$ cat src/verilog/user_break_cfg.svh
// Register offsets, field positions and reset values of the user break unit.
`ifndef USER_BREAK_CFG_SVH
`define USER_BREAK_CFG_SVH
`define UB_OFF_ADDR_HIGH 12'h000
`define UB_OFF_ADDR_LOW 12'h004
`define UB_OFF_MASK_HIGH 12'h008
`define UB_OFF_MASK_LOW 12'h00C
`define UB_OFF_QUALIFIER 12'h010
`define UB_OFF_IRQ_STATUS 12'h014
`define UB_OFF_IRQ_MASK 12'h018
`define UB_REG_RESET 16'h0000
`define UB_QUAL_WRITE_MASK 16'h00FF
`define UB_SRC_HI 7
`define UB_SRC_LO 6
`define UB_KIND_HI 5
`define UB_KIND_LO 4
`define UB_DIR_HI 3
`define UB_DIR_LO 2
`define UB_SIZE_HI 1
`define UB_SIZE_LO 0
`define UB_AXI_OKAY 2'b00
`define UB_AXI_SLVERR 2'b10
`endif

$ cat src/verilog/user_break_pkg.sv
// Types shared by the user break unit and its environment.
package user_break_pkg;
  typedef enum logic [1:0] {
    SIZE_ANY,
    SIZE_BYTE,
    SIZE_WORD,
    SIZE_LONG
  } op_size_t;

  typedef struct packed {
    logic valid;
    logic is_dma;
    logic is_fetch;
    logic is_write;
    op_size_t size;
    logic [31:0] addr;
  } bus_cycle_t;

  typedef enum {
    RD_IDLE,
    RD_RESP
  } rd_state_t;
endpackage

$ cat src/verilog/user_break_unit.sv
// User break unit: condition registers, match logic and AXI4-Lite slave.
//
// Local design decisions: the AXI4-Lite slave port and the address map.
`timescale 1ns/10ps
`include "user_break_cfg.svh"

module user_break_unit (
  // Clock and reset
  input wire logic i_mclk,
  input wire logic i_rst_n,
  // AXI4-Lite write address and data
  input wire logic i_awvalid,
  output logic o_awready,
  input wire logic [11:0] i_awaddr,
  input wire logic i_wvalid,
  output logic o_wready,
  input wire logic [31:0] i_wdata,
  input wire logic [3:0] i_wstrb,
  // AXI4-Lite write response
  output logic o_bvalid,
  input wire logic i_bready,
  output logic [1:0] o_bresp,
  // AXI4-Lite read
  input wire logic i_arvalid,
  output logic o_arready,
  input wire logic [11:0] i_araddr,
  output logic o_rvalid,
  input wire logic i_rready,
  output logic [31:0] o_rdata,
  output logic [1:0] o_rresp,
  // Observed bus cycle
  input wire user_break_pkg::bus_cycle_t i_cycle,
  // Interrupt controller handshake
  output logic o_break_req,
  input wire logic i_break_ack,
  // Interrupt line
  output logic o_irq
);

  logic [15:0] addr_high_r;
  logic [15:0] addr_low_r;
  logic [15:0] mask_high_r;
  logic [15:0] mask_low_r;
  logic [15:0] qual_r;
  logic irq_status_r;
  logic irq_mask_r;
  logic break_req_r;
  logic aw_held_r;
  logic w_held_r;
  logic [11:0] aw_addr_r;
  logic [31:0] w_data_r;
  logic [3:0] w_strb_r;
  logic bvalid_r;
  logic [1:0] bresp_r;
  user_break_pkg::rd_state_t rd_state_r;
  logic [31:0] rdata_r;
  logic [1:0] rresp_r;
  logic wr_fire;
  logic [11:0] wr_addr;
  logic [31:0] wr_data;
  logic [3:0] wr_strb;
  logic wr_known;

  ////////////////////////////////////////////////////////////////////////////
  // Write channel capture: address and data may arrive in either order.
  assign o_awready = !aw_held_r && !bvalid_r;
  assign o_wready = !w_held_r && !bvalid_r;
  assign wr_addr = aw_held_r ? aw_addr_r : i_awaddr;
  assign wr_data = w_held_r ? w_data_r : i_wdata;
  assign wr_strb = w_held_r ? w_strb_r : i_wstrb;
  assign wr_fire = (aw_held_r || (i_awvalid && o_awready)) &&
                   (w_held_r || (i_wvalid && o_wready)) && !bvalid_r;

  always_ff @(posedge i_mclk or negedge i_rst_n) begin
    if (!i_rst_n) begin
      aw_held_r <= 1'b0;
      w_held_r <= 1'b0;
      aw_addr_r <= 12'h000;
      w_data_r <= 32'h0000_0000;
      w_strb_r <= 4'h0;
    end else if (wr_fire) begin
      aw_held_r <= 1'b0;
      w_held_r <= 1'b0;
    end else begin
      if (i_awvalid && o_awready) begin
        aw_held_r <= 1'b1;
        aw_addr_r <= i_awaddr;
      end
      if (i_wvalid && o_wready) begin
        w_held_r <= 1'b1;
        w_data_r <= i_wdata;
        w_strb_r <= i_wstrb;
      end
    end
  end

  always_comb begin
    case (wr_addr & 12'hFFC)
      `UB_OFF_ADDR_HIGH, `UB_OFF_ADDR_LOW, `UB_OFF_MASK_HIGH, `UB_OFF_MASK_LOW,
      `UB_OFF_QUALIFIER, `UB_OFF_IRQ_STATUS, `UB_OFF_IRQ_MASK: wr_known = 1'b1;
      default: wr_known = 1'b0;
    endcase
  end

  always_ff @(posedge i_mclk or negedge i_rst_n) begin
    if (!i_rst_n) begin
      bvalid_r <= 1'b0;
      bresp_r <= `UB_AXI_OKAY;
    end else if (wr_fire) begin
      bvalid_r <= 1'b1;
      bresp_r <= wr_known ? `UB_AXI_OKAY : `UB_AXI_SLVERR;
    end else if (i_bready) begin
      bvalid_r <= 1'b0;
    end
  end

  assign o_bvalid = bvalid_r;
  assign o_bresp = bresp_r;

  ////////////////////////////////////////////////////////////////////////////
  // Condition registers; byte lanes 0 and 1 carry the 16-bit contents.
  function automatic logic [15:0] merge16(input logic [15:0] old,
                                          input logic [31:0] data,
                                          input logic [3:0] strb);
    logic [15:0] res;
    res = old;
    if (strb[0]) begin
      res[7:0] = data[7:0];
    end
    if (strb[1]) begin
      res[15:8] = data[15:8];
    end
    return res;
  endfunction

  // No standby input exists, so contents change only on reset or a write.
  always_ff @(posedge i_mclk or negedge i_rst_n) begin
    if (!i_rst_n) begin
      addr_high_r <= `UB_REG_RESET;
      addr_low_r <= `UB_REG_RESET;
    end else if (wr_fire) begin
      if ((wr_addr & 12'hFFC) == `UB_OFF_ADDR_HIGH) begin
        addr_high_r <= merge16(addr_high_r, wr_data, wr_strb);
      end
      if ((wr_addr & 12'hFFC) == `UB_OFF_ADDR_LOW) begin
        addr_low_r <= merge16(addr_low_r, wr_data, wr_strb);
      end
    end
  end

  always_ff @(posedge i_mclk or negedge i_rst_n) begin
    if (!i_rst_n) begin
      mask_high_r <= `UB_REG_RESET;
      mask_low_r <= `UB_REG_RESET;
    end else if (wr_fire) begin
      if ((wr_addr & 12'hFFC) == `UB_OFF_MASK_HIGH) begin
        mask_high_r <= merge16(mask_high_r, wr_data, wr_strb);
      end
      if ((wr_addr & 12'hFFC) == `UB_OFF_MASK_LOW) begin
        mask_low_r <= merge16(mask_low_r, wr_data, wr_strb);
      end
    end
  end

  always_ff @(posedge i_mclk or negedge i_rst_n) begin
    if (!i_rst_n) begin
      qual_r <= `UB_REG_RESET;
    end else if (wr_fire && (wr_addr & 12'hFFC) == `UB_OFF_QUALIFIER) begin
      qual_r <= merge16(qual_r, wr_data, wr_strb) & `UB_QUAL_WRITE_MASK;
    end
  end

  ////////////////////////////////////////////////////////////////////////////
  // Break condition matching against registered contents.
  logic [31:0] brk_addr;
  logic [31:0] brk_mask;
  logic addr_hit;
  logic src_hit;
  logic kind_hit;
  logic dir_hit;
  logic size_hit;
  logic cond_hit;
  user_break_pkg::op_size_t eff_size;

  assign brk_addr = {addr_high_r, addr_low_r};
  assign brk_mask = {mask_high_r, mask_low_r};
  assign addr_hit = ((i_cycle.addr ^ brk_addr) & ~brk_mask) == 32'h0000_0000;
  assign src_hit = i_cycle.is_dma ? qual_r[`UB_SRC_HI] : qual_r[`UB_SRC_LO];
  assign kind_hit = i_cycle.is_fetch ? qual_r[`UB_KIND_LO] : qual_r[`UB_KIND_HI];
  assign dir_hit = i_cycle.is_write ? qual_r[`UB_DIR_HI] : qual_r[`UB_DIR_LO];
  // Fetches are words; data uses the transfer's own operand size.
  assign eff_size = i_cycle.is_fetch ? user_break_pkg::SIZE_WORD : i_cycle.size;
  assign size_hit = (qual_r[`UB_SIZE_HI:`UB_SIZE_LO] == 2'b00) ||
                    (qual_r[`UB_SIZE_HI:`UB_SIZE_LO] == eff_size);
  // A zero source, kind or direction field clears its own hit term, so no break can follow.
  assign cond_hit = i_cycle.valid && addr_hit && src_hit && kind_hit &&
                    dir_hit && size_hit;

  // The request holds until the interrupt controller takes it; a new hit wins.
  always_ff @(posedge i_mclk or negedge i_rst_n) begin
    if (!i_rst_n) begin
      break_req_r <= 1'b0;
    end else if (cond_hit) begin
      break_req_r <= 1'b1;
    end else if (i_break_ack) begin
      break_req_r <= 1'b0;
    end
  end

  assign o_break_req = break_req_r;

  ////////////////////////////////////////////////////////////////////////////
  // Sticky interrupt status and mask.
  always_ff @(posedge i_mclk or negedge i_rst_n) begin
    if (!i_rst_n) begin
      irq_status_r <= 1'b0;
      irq_mask_r <= 1'b0;
    end else begin
      if (cond_hit) begin
        irq_status_r <= 1'b1;
      end else if (wr_fire && (wr_addr & 12'hFFC) == `UB_OFF_IRQ_STATUS &&
                   wr_strb[0] && wr_data[0]) begin
        irq_status_r <= 1'b0;
      end
      if (wr_fire && (wr_addr & 12'hFFC) == `UB_OFF_IRQ_MASK && wr_strb[0]) begin
        irq_mask_r <= wr_data[0];
      end
    end
  end

  assign o_irq = irq_status_r && irq_mask_r;

  ////////////////////////////////////////////////////////////////////////////
  // Read channel.
  logic [31:0] rd_word;
  logic rd_known;

  always_comb begin
    rd_known = 1'b1;
    case (i_araddr & 12'hFFC)
      `UB_OFF_ADDR_HIGH: rd_word = {16'h0000, addr_high_r};
      `UB_OFF_ADDR_LOW: rd_word = {16'h0000, addr_low_r};
      `UB_OFF_MASK_HIGH: rd_word = {16'h0000, mask_high_r};
      `UB_OFF_MASK_LOW: rd_word = {16'h0000, mask_low_r};
      `UB_OFF_QUALIFIER: rd_word = {16'h0000, qual_r & `UB_QUAL_WRITE_MASK};
      `UB_OFF_IRQ_STATUS: rd_word = {31'h0000_0000, irq_status_r};
      `UB_OFF_IRQ_MASK: rd_word = {31'h0000_0000, irq_mask_r};
      default: begin
        rd_word = 32'h0000_0000;
        rd_known = 1'b0;
      end
    endcase
  end

  assign o_arready = (rd_state_r == user_break_pkg::RD_IDLE);

  always_ff @(posedge i_mclk or negedge i_rst_n) begin
    if (!i_rst_n) begin
      rd_state_r <= user_break_pkg::RD_IDLE;
      rdata_r <= 32'h0000_0000;
      rresp_r <= `UB_AXI_OKAY;
    end else begin
      case (rd_state_r)
        user_break_pkg::RD_IDLE: begin
          if (i_arvalid) begin
            rd_state_r <= user_break_pkg::RD_RESP;
            rdata_r <= rd_word;
            rresp_r <= rd_known ? `UB_AXI_OKAY : `UB_AXI_SLVERR;
          end
        end
        user_break_pkg::RD_RESP: begin
          if (i_rready) begin
            rd_state_r <= user_break_pkg::RD_IDLE;
          end
        end
        default: rd_state_r <= user_break_pkg::RD_IDLE;
      endcase
    end
  end

  assign o_rvalid = (rd_state_r == user_break_pkg::RD_RESP);
  assign o_rdata = rdata_r;
  assign o_rresp = rresp_r;

  ////////////////////////////////////////////////////////////////////////////
  // Assertions.
  property p_hit_sets_req;
    @(posedge i_mclk) disable iff (!i_rst_n) cond_hit |=> o_break_req;
  endproperty
  a_hit_sets_req: assert property (p_hit_sets_req) else $error("hit lost");

  property p_req_pending;
    @(posedge i_mclk) disable iff (!i_rst_n)
      (o_break_req && !i_break_ack) |=> o_break_req;
  endproperty
  a_req_pending: assert property (p_req_pending) else $error("request dropped");

  property p_zero_field_no_req;
    @(posedge i_mclk) disable iff (!i_rst_n)
      (!o_break_req && (qual_r[7:6] == 2'b00 || qual_r[5:4] == 2'b00 ||
       qual_r[3:2] == 2'b00)) |=> !o_break_req;
  endproperty
  a_zero_field_no_req: assert property (p_zero_field_no_req) else $error("break not off");

  property p_qual_reserved_zero;
    @(posedge i_mclk) disable iff (!i_rst_n) qual_r[15:8] == 8'h00;
  endproperty
  a_qual_reserved_zero: assert property (p_qual_reserved_zero) else $error("reserved set");

  property p_addr_high_write;
    @(posedge i_mclk) disable iff (!i_rst_n)
      (wr_fire && (wr_addr & 12'hFFC) == `UB_OFF_ADDR_HIGH && wr_strb == 4'hF)
      |=> addr_high_r == $past(wr_data[15:0]);
  endproperty
  a_addr_high_write: assert property (p_addr_high_write) else $error("high addr");

  property p_addr_low_write;
    @(posedge i_mclk) disable iff (!i_rst_n)
      (wr_fire && (wr_addr & 12'hFFC) == `UB_OFF_ADDR_LOW && wr_strb == 4'hF)
      |=> addr_low_r == $past(wr_data[15:0]);
  endproperty
  a_addr_low_write: assert property (p_addr_low_write) else $error("low addr");

  property p_fetch_byte_never;
    @(posedge i_mclk) disable iff (!i_rst_n)
      (i_cycle.is_fetch && qual_r[1:0] == 2'b01) |-> !cond_hit;
  endproperty
  a_fetch_byte_never: assert property (p_fetch_byte_never) else $error("fetch not word");

  property p_masked_all_hit;
    @(posedge i_mclk) disable iff (!i_rst_n)
      (brk_mask == 32'hFFFF_FFFF && qual_r == 16'h00EF && i_cycle.valid && !i_cycle.is_fetch
       && i_cycle.size == user_break_pkg::SIZE_LONG) |-> ##1 o_break_req;
  endproperty
  a_masked_all_hit: assert property (p_masked_all_hit) else $error("mask ignored");

  property p_bresp_follows;
    @(posedge i_mclk) disable iff (!i_rst_n) wr_fire |=> o_bvalid;
  endproperty
  a_bresp_follows: assert property (p_bresp_follows) else $error("no bvalid");

  property p_hit_sets_status;
    @(posedge i_mclk) disable iff (!i_rst_n) cond_hit |=> irq_status_r;
  endproperty
  a_hit_sets_status: assert property (p_hit_sets_status) else $error("status lost");

  property p_ack_clears_req;
    @(posedge i_mclk) disable iff (!i_rst_n)
      (o_break_req && i_break_ack && !cond_hit) |=> !o_break_req;
  endproperty
  a_ack_clears_req: assert property (p_ack_clears_req) else $error("request stuck");

  property p_regs_kept;
    @(posedge i_mclk) disable iff (!i_rst_n)
      !wr_fire |=> $stable({addr_high_r, addr_low_r, mask_high_r, mask_low_r, qual_r});
  endproperty
  a_regs_kept: assert property (p_regs_kept) else $error("register drifted");

endmodule

$ cat config.mk
export PLATFORM = sky130hd
export DESIGN_NAME = user_break_unit
export DESIGN_NICKNAME = d
export VERILOG_FILES = /design/src/verilog/user_break_pkg.sv /design/src/verilog/user_break_unit.sv
export VERILOG_INCLUDE_DIRS = /design/src /design/src/verilog
export SDC_FILE = /design/constraint.sdc
export NUM_CORES = 1
export LEC_CHECK = 0
export BUFFER_PORTS_ARGS = -buffer_cell sky130_fd_sc_hd__buf_2
export CORE_AREA = 2 2 110 112
export DETAILED_ROUTE_END_ITERATION = 12
export DIE_AREA = 0 0 112 114
export GPL_ROUTABILITY_DRIVEN = 0
export GPL_TIMING_DRIVEN = 0
export PLACE_DENSITY = 0.76
export RECOVER_POWER = 50
export SLEW_MARGIN = 10
export SYNTH_ARGS = -nofsm -noshare
export SYNTH_HDL_FRONTEND = slang
export SYNTH_SLANG_ARGS = --single-unit
$ cat constraint.sdc
create_clock -name i_mclk -period 2.7 [get_ports i_mclk]
set_input_delay 0.54 -clock i_mclk [delete_from_list [all_inputs] [get_ports i_mclk]]
set_output_delay 0.54 -clock i_mclk [all_outputs]
set_load 0.02 [all_outputs]
==> flow_summary.toml, run 1 <==
[outcome]
status = "finished, violations left"
violations = "max-capacitance violations, max-slew violations"

[power_and_ir_drop]
leakage_nw = 3.39
finalPower_mw = 5.82
powerDensity_nw_per_um2 = 781
ir_worst_vdd_mv = 0.560

[grt]
grt_max_degree = 67
grt_pass1_wl_mm = 25.5
antenna_found_initial = 0
grt_pass1_vias = 4868
overflow = 0
gr-usage-all-layers_pct = 26.2

[floorplan]
initial_core_util_pct = 52.6
coreArea_um2 = 11700
rows = 40
io_pins = 149
die_y_um = 114
die_w_um = 112
die_area_um2 = 12800

[timing]
post-route-period-util_pct = 92.5
hold_viol_final = 0
rsz0062_at_grt = "false"
worst_pin_slew_ps = 1590
final-max-slew-violation-count = 67
fmax_mhz = 400
finalWorstSetupSlack_ps = 203
whs_ps = 313
fin_skew_ps = 4.97
maxSlewHeadroom_pct = -6.11
finalSetupViolCount = 0
fin_crit_ps = 2500

[critical_path]
worstSetupStartpointType = "register"
cp-end-kind = "output port"
critPathMaxFanout = 10
crit_required_ps = 2160
worstSetupPathType = "register to output port"
arrival_ps = 1960

[finish]
layout_commonest_cell = "dfrtp_1"
final_util_pct = 63.7
drive_above_1_share_pct = 35.3
mostFrequentLayoutCells = "125 x dfrtp_1, 99 x buf_2, 72 x mux2_2"
final_nets = 777
nFillCells = 924
fin_area_um2 = 7460
syn_to_final_growth_pct = 21.0
regArea_um2 = 3130
antenna_cells = 0
multiInputGateArea_um2 = 2840

[logic_synthesis]
synth_top_family_by_area = "multiplexers"
yosysWarningCount = 0
yosysSeqAreaShare_pct = 50.7
ys_types = 44
synthMuxAreaShare_pct = 20.9
synth_compound_area_share_pct = 11.4
syn_avg_cell_area_um2 = 11.7
synth_top_cell_by_area = "dfrtp_1"
synth.top_cell.area_share_pct = 50.7
yosys.area_share.adder_pct = 0
async_flop_share_pct = 100
syn_inst = 527
ys_ff_latch = 125
synth_top_flop_cell = "dfrtp_1"
synthTopCellsByArea = "dfrtp_1 51%, mux2_2 13%, mux4_2 5.8%, o21ai_0 4.9%, xnor2_1 4.5%"
synthSimpleGateAreaFrac_pct = 8.14
synth_edf_count = 0
synth-xor-area-share_pct = 4.55
syn-cell-area_um2 = 6160

[clock_network]
cts_tree = "built"
htree_levels = 4
clock_latency_ps = 410
clk_pin_slew_ps = 50
clock_sinks = 125
holdBufCountCts = 0
cts-buffers-inserted = 17
clockBufferDepth = 2
cts-root-buf = "clkbuf_16"
post_cts_buffers = 0
post_cts_resized = 0

[placed_design]
place.port_buffers = 107
detailedPlace.worstSlack_ps = 162
postPlaceCellArea_um2 = 6980
dp_hpwl_mm = 11.6

[route]
ant_nets = 0
vias = 4812
first_pass_iters = 5
wl_mm = 16.0
routedWlPerCell_um = 19.3
drtIter0Drc = 398
vias_per_cell = 5.83
drc = 0

[run]
cap_violations = 1

[min_path]
hold_class = "input pin to register"
state kept, by name, indices dropped and copies added (netlist names), 2 cells and up:
| signal | flops |
|---|---|
| mask_high_r | 16 |
| o_rdata | 16 |
| w_data_r | 16 |
| mask_low_r | 16 |
| w_strb_r | 2 |
| qual_r | 8 |
| addr_high_r | 16 |
| aw_addr_r | 10 |
| addr_low_r | 16 |
report_power, final:
group | leakage (nW) | total (mW) | switching, mW | internal, mW
Sequential | 1.67 | 2.43 | 0.225 | 2.20
Clock | 0.257 | 2.00 | 0.735 | 1.26
Combinational | 1.46 | 1.40 | 0.769 | 0.630
Total | 3.39 | 5.82 | 1.73 | 4.10
final cells by class:
type	count	share of cell area, %
Sequential cell	125	41.9
Timing Repair Buffer	108	7.10
Inverter	17	0.856
Buffer	32	2.58
Tap cell	147	2.47
Clock buffer	25	6.78
Multi-Input combinational cell	370	38.1
Clock inverter	2	0.134
stage by stage:
step / instances / TNS (ps)
2_1_floorplan: 544 / 0
3_3_place_gp: 798 / -51160
6_report: 826 / 0
4_1_cts: 826 / 0
3_5_place_dp: 799 / 0
5_1_grt: 826 / 0
logic make-up after synthesis:
group | Yosys count
AOI/OAI and AO/OA | 111
xor gates and xnor gates | 32
buffers and inverters | 49
DFF | 125
muxes | 100
other | 1
and+or+nand+nor | 109
final timing paths:
path / depth (start not counted) / from / endpoint / slack [ps]
worst min register to register: 2 / o_rdata[7]$_DFFE_PN0P_ / o_rdata[7]$_DFFE_PN0P_ / 480
worst min-delay path: 2 / i_bready / o_bvalid$_DFFE_PN0P_ / 310
max in group asynchronous: 2 / i_rst_n / w_data_r[6]$_DFFE_PN0P_ / 480
min in group asynchronous: 1 / i_rst_n / addr_low_r[14]$_DFFE_PN0P_ / 530
worst max register to register: 6 / aw_held_r$_DFFE_PN0P_ / mask_high_r[5]$_DFFE_PN0P_ / 360
worst max-delay path: 5 / w_held_r$_DFFE_PN0P_ / o_wready / 200
worst max-delay path, cell delays in order, from the launching register on:
cell and delay, ps:
dfrtp_1 310, buf_2 150, clkbuf_1 440, buf_2 400
nor2_1 80, buf_2 160
cells in the mapped netlist, types with 8 or more instances:
library cell,count
inv_1,17
o22ai_1,17
nor2_1,11
xnor2_1,32
dfrtp_1,125
nand2_1,71
mux2i_1,12
a22oi_1,8
o21ai_0,60
buf_4,18
mux4_2,16
mux2_2,72
routing by layer:
metal / global-route usage (%) / vias up / wire [um]
li1: - / 2165 / -
met3: 7.23 / 47 / 1240
met4: 12.4 / 0 / 547
met5: 0 / - / 0
met1: 32.1 / 2359 / 6380
met2: 43.4 / 241 / 7810
No activity file was read; power rests on OpenSTA's default activity.
==> run 2: changes to the inputs <==
--- a/config.mk
+++ b/config.mk
@@ -7,12 +7,12 @@
 export NUM_CORES = 1
 export LEC_CHECK = 0
 export BUFFER_PORTS_ARGS = -buffer_cell sky130_fd_sc_hd__buf_2
-export CORE_AREA = 2 2 110 112
+export CORE_AREA = 2 2 116 118
 export DETAILED_ROUTE_END_ITERATION = 12
-export DIE_AREA = 0 0 112 114
+export DIE_AREA = 0 0 118 120
 export GPL_ROUTABILITY_DRIVEN = 0
 export GPL_TIMING_DRIVEN = 0
-export PLACE_DENSITY = 0.76
+export PLACE_DENSITY = 0.71
 export RECOVER_POWER = 50
 export SLEW_MARGIN = 10
 export SYNTH_ARGS = -nofsm -noshare
==> constraint.sdc (replaced) <==
create_clock -name i_mclk -period 2.2 [get_ports i_mclk]
set_input_delay 0.44 -clock i_mclk [delete_from_list [all_inputs] [get_ports i_mclk]]
set_output_delay 0.44 -clock i_mclk [all_outputs]
set_load 0.02 [all_outputs]
==> flow_summary.toml, run 2 (synthesis gave the netlist of run 1 again) <==
[outcome]
status = "completed"

[floorplan]
die_w_um = 118
initial_core_util_pct = 47.5
die_y_um = 120
rows = 42
io_pins = 149
die_area_um2 = 14200
coreArea_um2 = 13000

[critical_path]
crit_required_ps = 2470
r2r-start = "aw_held_r$_DFFE_PN0P_"
worstSetupStartpointType = "register"
arrival_ps = 2420
reg2reg_setup_slack_ps = 60
critPathMaxFanout = 8
critPathTopFamily = "simple AND/OR/NAND/NOR gates"
reg2reg_to = "addr_high_r[3]$_DFFE_PN0P_"
rr_worst_depth = 5
slowest_stage = "mux2_2"
worstSetupPathType = "register to register"
critPathMaxStageDelay_ps = 450
crit_chain = "mux2_2, nor2_1, o2111ai_2, nand2_1, o21ai_0"
cp_num_buf_inv = 0
cp-end-kind = "register"

[run]
cap_violations = 0

[clock_network]
clk_pin_slew_ps = 50
cts-root-buf = "clkbuf_16"
clock_latency_ps = 420
clockBufferDepth = 2
cts-buffers-inserted = 17
clock_sinks = 125
cts_tree = "built"
htree_levels = 4

[grt]
grt_pass1_vias = 4779
grt_max_degree = 94
grt_pass1_wl_mm = 25.4
overflow = 0
gr-usage-all-layers_pct = 23.5
antenna_found_initial = 0

[timing]
finalSetupViolCount = 0
post-route-period-util_pct = 97.5
fmax_mhz = 466
rsz0062_at_grt = "true"
final-max-slew-violation-count = 0
finalWorstSetupSlack_ps = 55.8
hold_viol_final = 0
whs_ps = 213
fin_skew_ps = 9.46
maxSlewHeadroom_pct = 31.1
tns_ps = 0
worst_pin_slew_ps = 1020
fin_crit_ps = 2140

[placed_design]
dp_cells = 828
dp_hpwl_mm = 11.7
detailedPlace.worstSlack_ps = -233
place.port_buffers = 107
postPlaceCellArea_um2 = 7020

[power_and_ir_drop]
leakage_nw = 3.50
ir_worst_vdd_mv = 0.890
powerDensity_nw_per_um2 = 964

[min_path]
hp-start = "i_bready"
hold_depth = 2
hold-path-endpoint = "o_bvalid$_DFFE_PN0P_"
hold_class = "input pin to register"

[route]
wl_mm = 15.8
drtIter0Drc = 379
routedWlPerCell_um = 18.3
first_pass_iters = 5
vias = 4795
vias_per_cell = 5.55
drc = 0
ant_nets = 0

[finish]
mostFrequentLayoutCells = "124 x dfrtp_1, 110 x buf_2, 72 x mux2_2"
syn_to_final_growth_pct = 25.8
nFillCells = 1079
layout_commonest_cell = "dfrtp_1"
final_nets = 781
antenna_cells = 0
fin_cells = 864
drive_above_1_share_pct = 40.1
fin_area_um2 = 7760
## run 2: cell types whose count changed in the layout (fill, tap and decap cells not counted), moves of 3 or more
cell       previous run  this run
buf_4                18        23
o2111ai_2             0         3
o2111ai_1             5         0
clkbuf_1             21        10
nand2_1              71        66
nand2_2               0         5
buf_2                99       110
## run 2: worst max path at each step
| stage | cells after the start | startpoint | slack, ps | end |
|---|---|---|---|---|
| 6_report | 5 | aw_held_r$_DFFE_PN0P_ | 60 | addr_high_r[3]$_DFFE_PN0P_ |
| 5_1_grt | 7 | aw_held_r$_DFFE_PN0P_ | -30 | mask_low_r[10]$_DFFE_PN0P_ |
| 4_1_cts | 4 | aw_held_r$_DFFE_PN0P_ | 10 | addr_high_r[8]$_DFFE_PN0P_ |
| 3_5_place_dp | 6 | i_awaddr[8] | -230 | mask_high_r[10]$_DFFE_PN0P_ |
| 3_3_place_gp | 1 | i_rst_n | -840 | aw_addr_r[11]$_DFFE_PN0P_ |
| 2_1_floorplan | 5 | o_bvalid$_DFFE_PN0P_ | 220 | mask_high_r[10]$_DFFE_PN0P_ |
## run 2: power breakdown
group	total, mW	internal (mW)	switching [mW]
registers	3.00	2.70	0.295
clock network	2.67	1.69	0.971
logic	1.81	0.813	0.998
## run 2: area by class of cell
type / count / area [um2] / share of cell area [%]
Sequential cell: 125 / 3130 / 40.3
Clock inverter: 6 / 57.6 / 0.742
Multi-Input combinational cell: 370 / 2980 / 38.4
Buffer: 31 / 193 / 2.48
Inverter: 17 / 63.8 / 0.823
Tap cell: 176 / 220 / 2.84
Timing Repair Buffer: 113 / 603 / 7.78
Clock buffer: 26 / 509 / 6.57
## run 2: metal layers
metal  track usage [%]  wire length (um)  part of all wire [%]  vias up
met2              37.0              7490                    47      238
met4              9.79               392                   2.5        0
li1                  -                 -                     -     2183
met1              30.8              6460                    41     2342
met3              6.65              1450                   9.2       32
met5                 0                 0                     0        -
## run 2: per-stage QoR
| stage | utilization [%] | total power [mW] |
|---|---|---|
| 2_1_floorplan | - | 4.17 |
| 3_3_place_gp | 53.8 | 4.61 |
| 3_5_place_dp | 54.1 | 4.71 |
| 4_1_cts | 59.0 | 7.42 |
| 5_1_grt | 59.8 | 7.83 |
| 6_report | 59.8 | 7.47 |
## run 2: worst reg2reg max path, cell delays in order, from the launching register on
cell,delay [ps]
dfrtp_2,440
mux2_2,450
nor2_1,370
o2111ai_2,440
nand2_1,190
o21ai_0,110
## run 2: what timing repair did
action | 4_1_cts | 5_1_grt
hold endpoints to repair | 32 | 0
setup endpoints to repair | 79 | 73
setup buffers | 3 | 1
hold buffers | 1 | 0
pin swaps | 2 | 2
resized for setup | 9 | 17
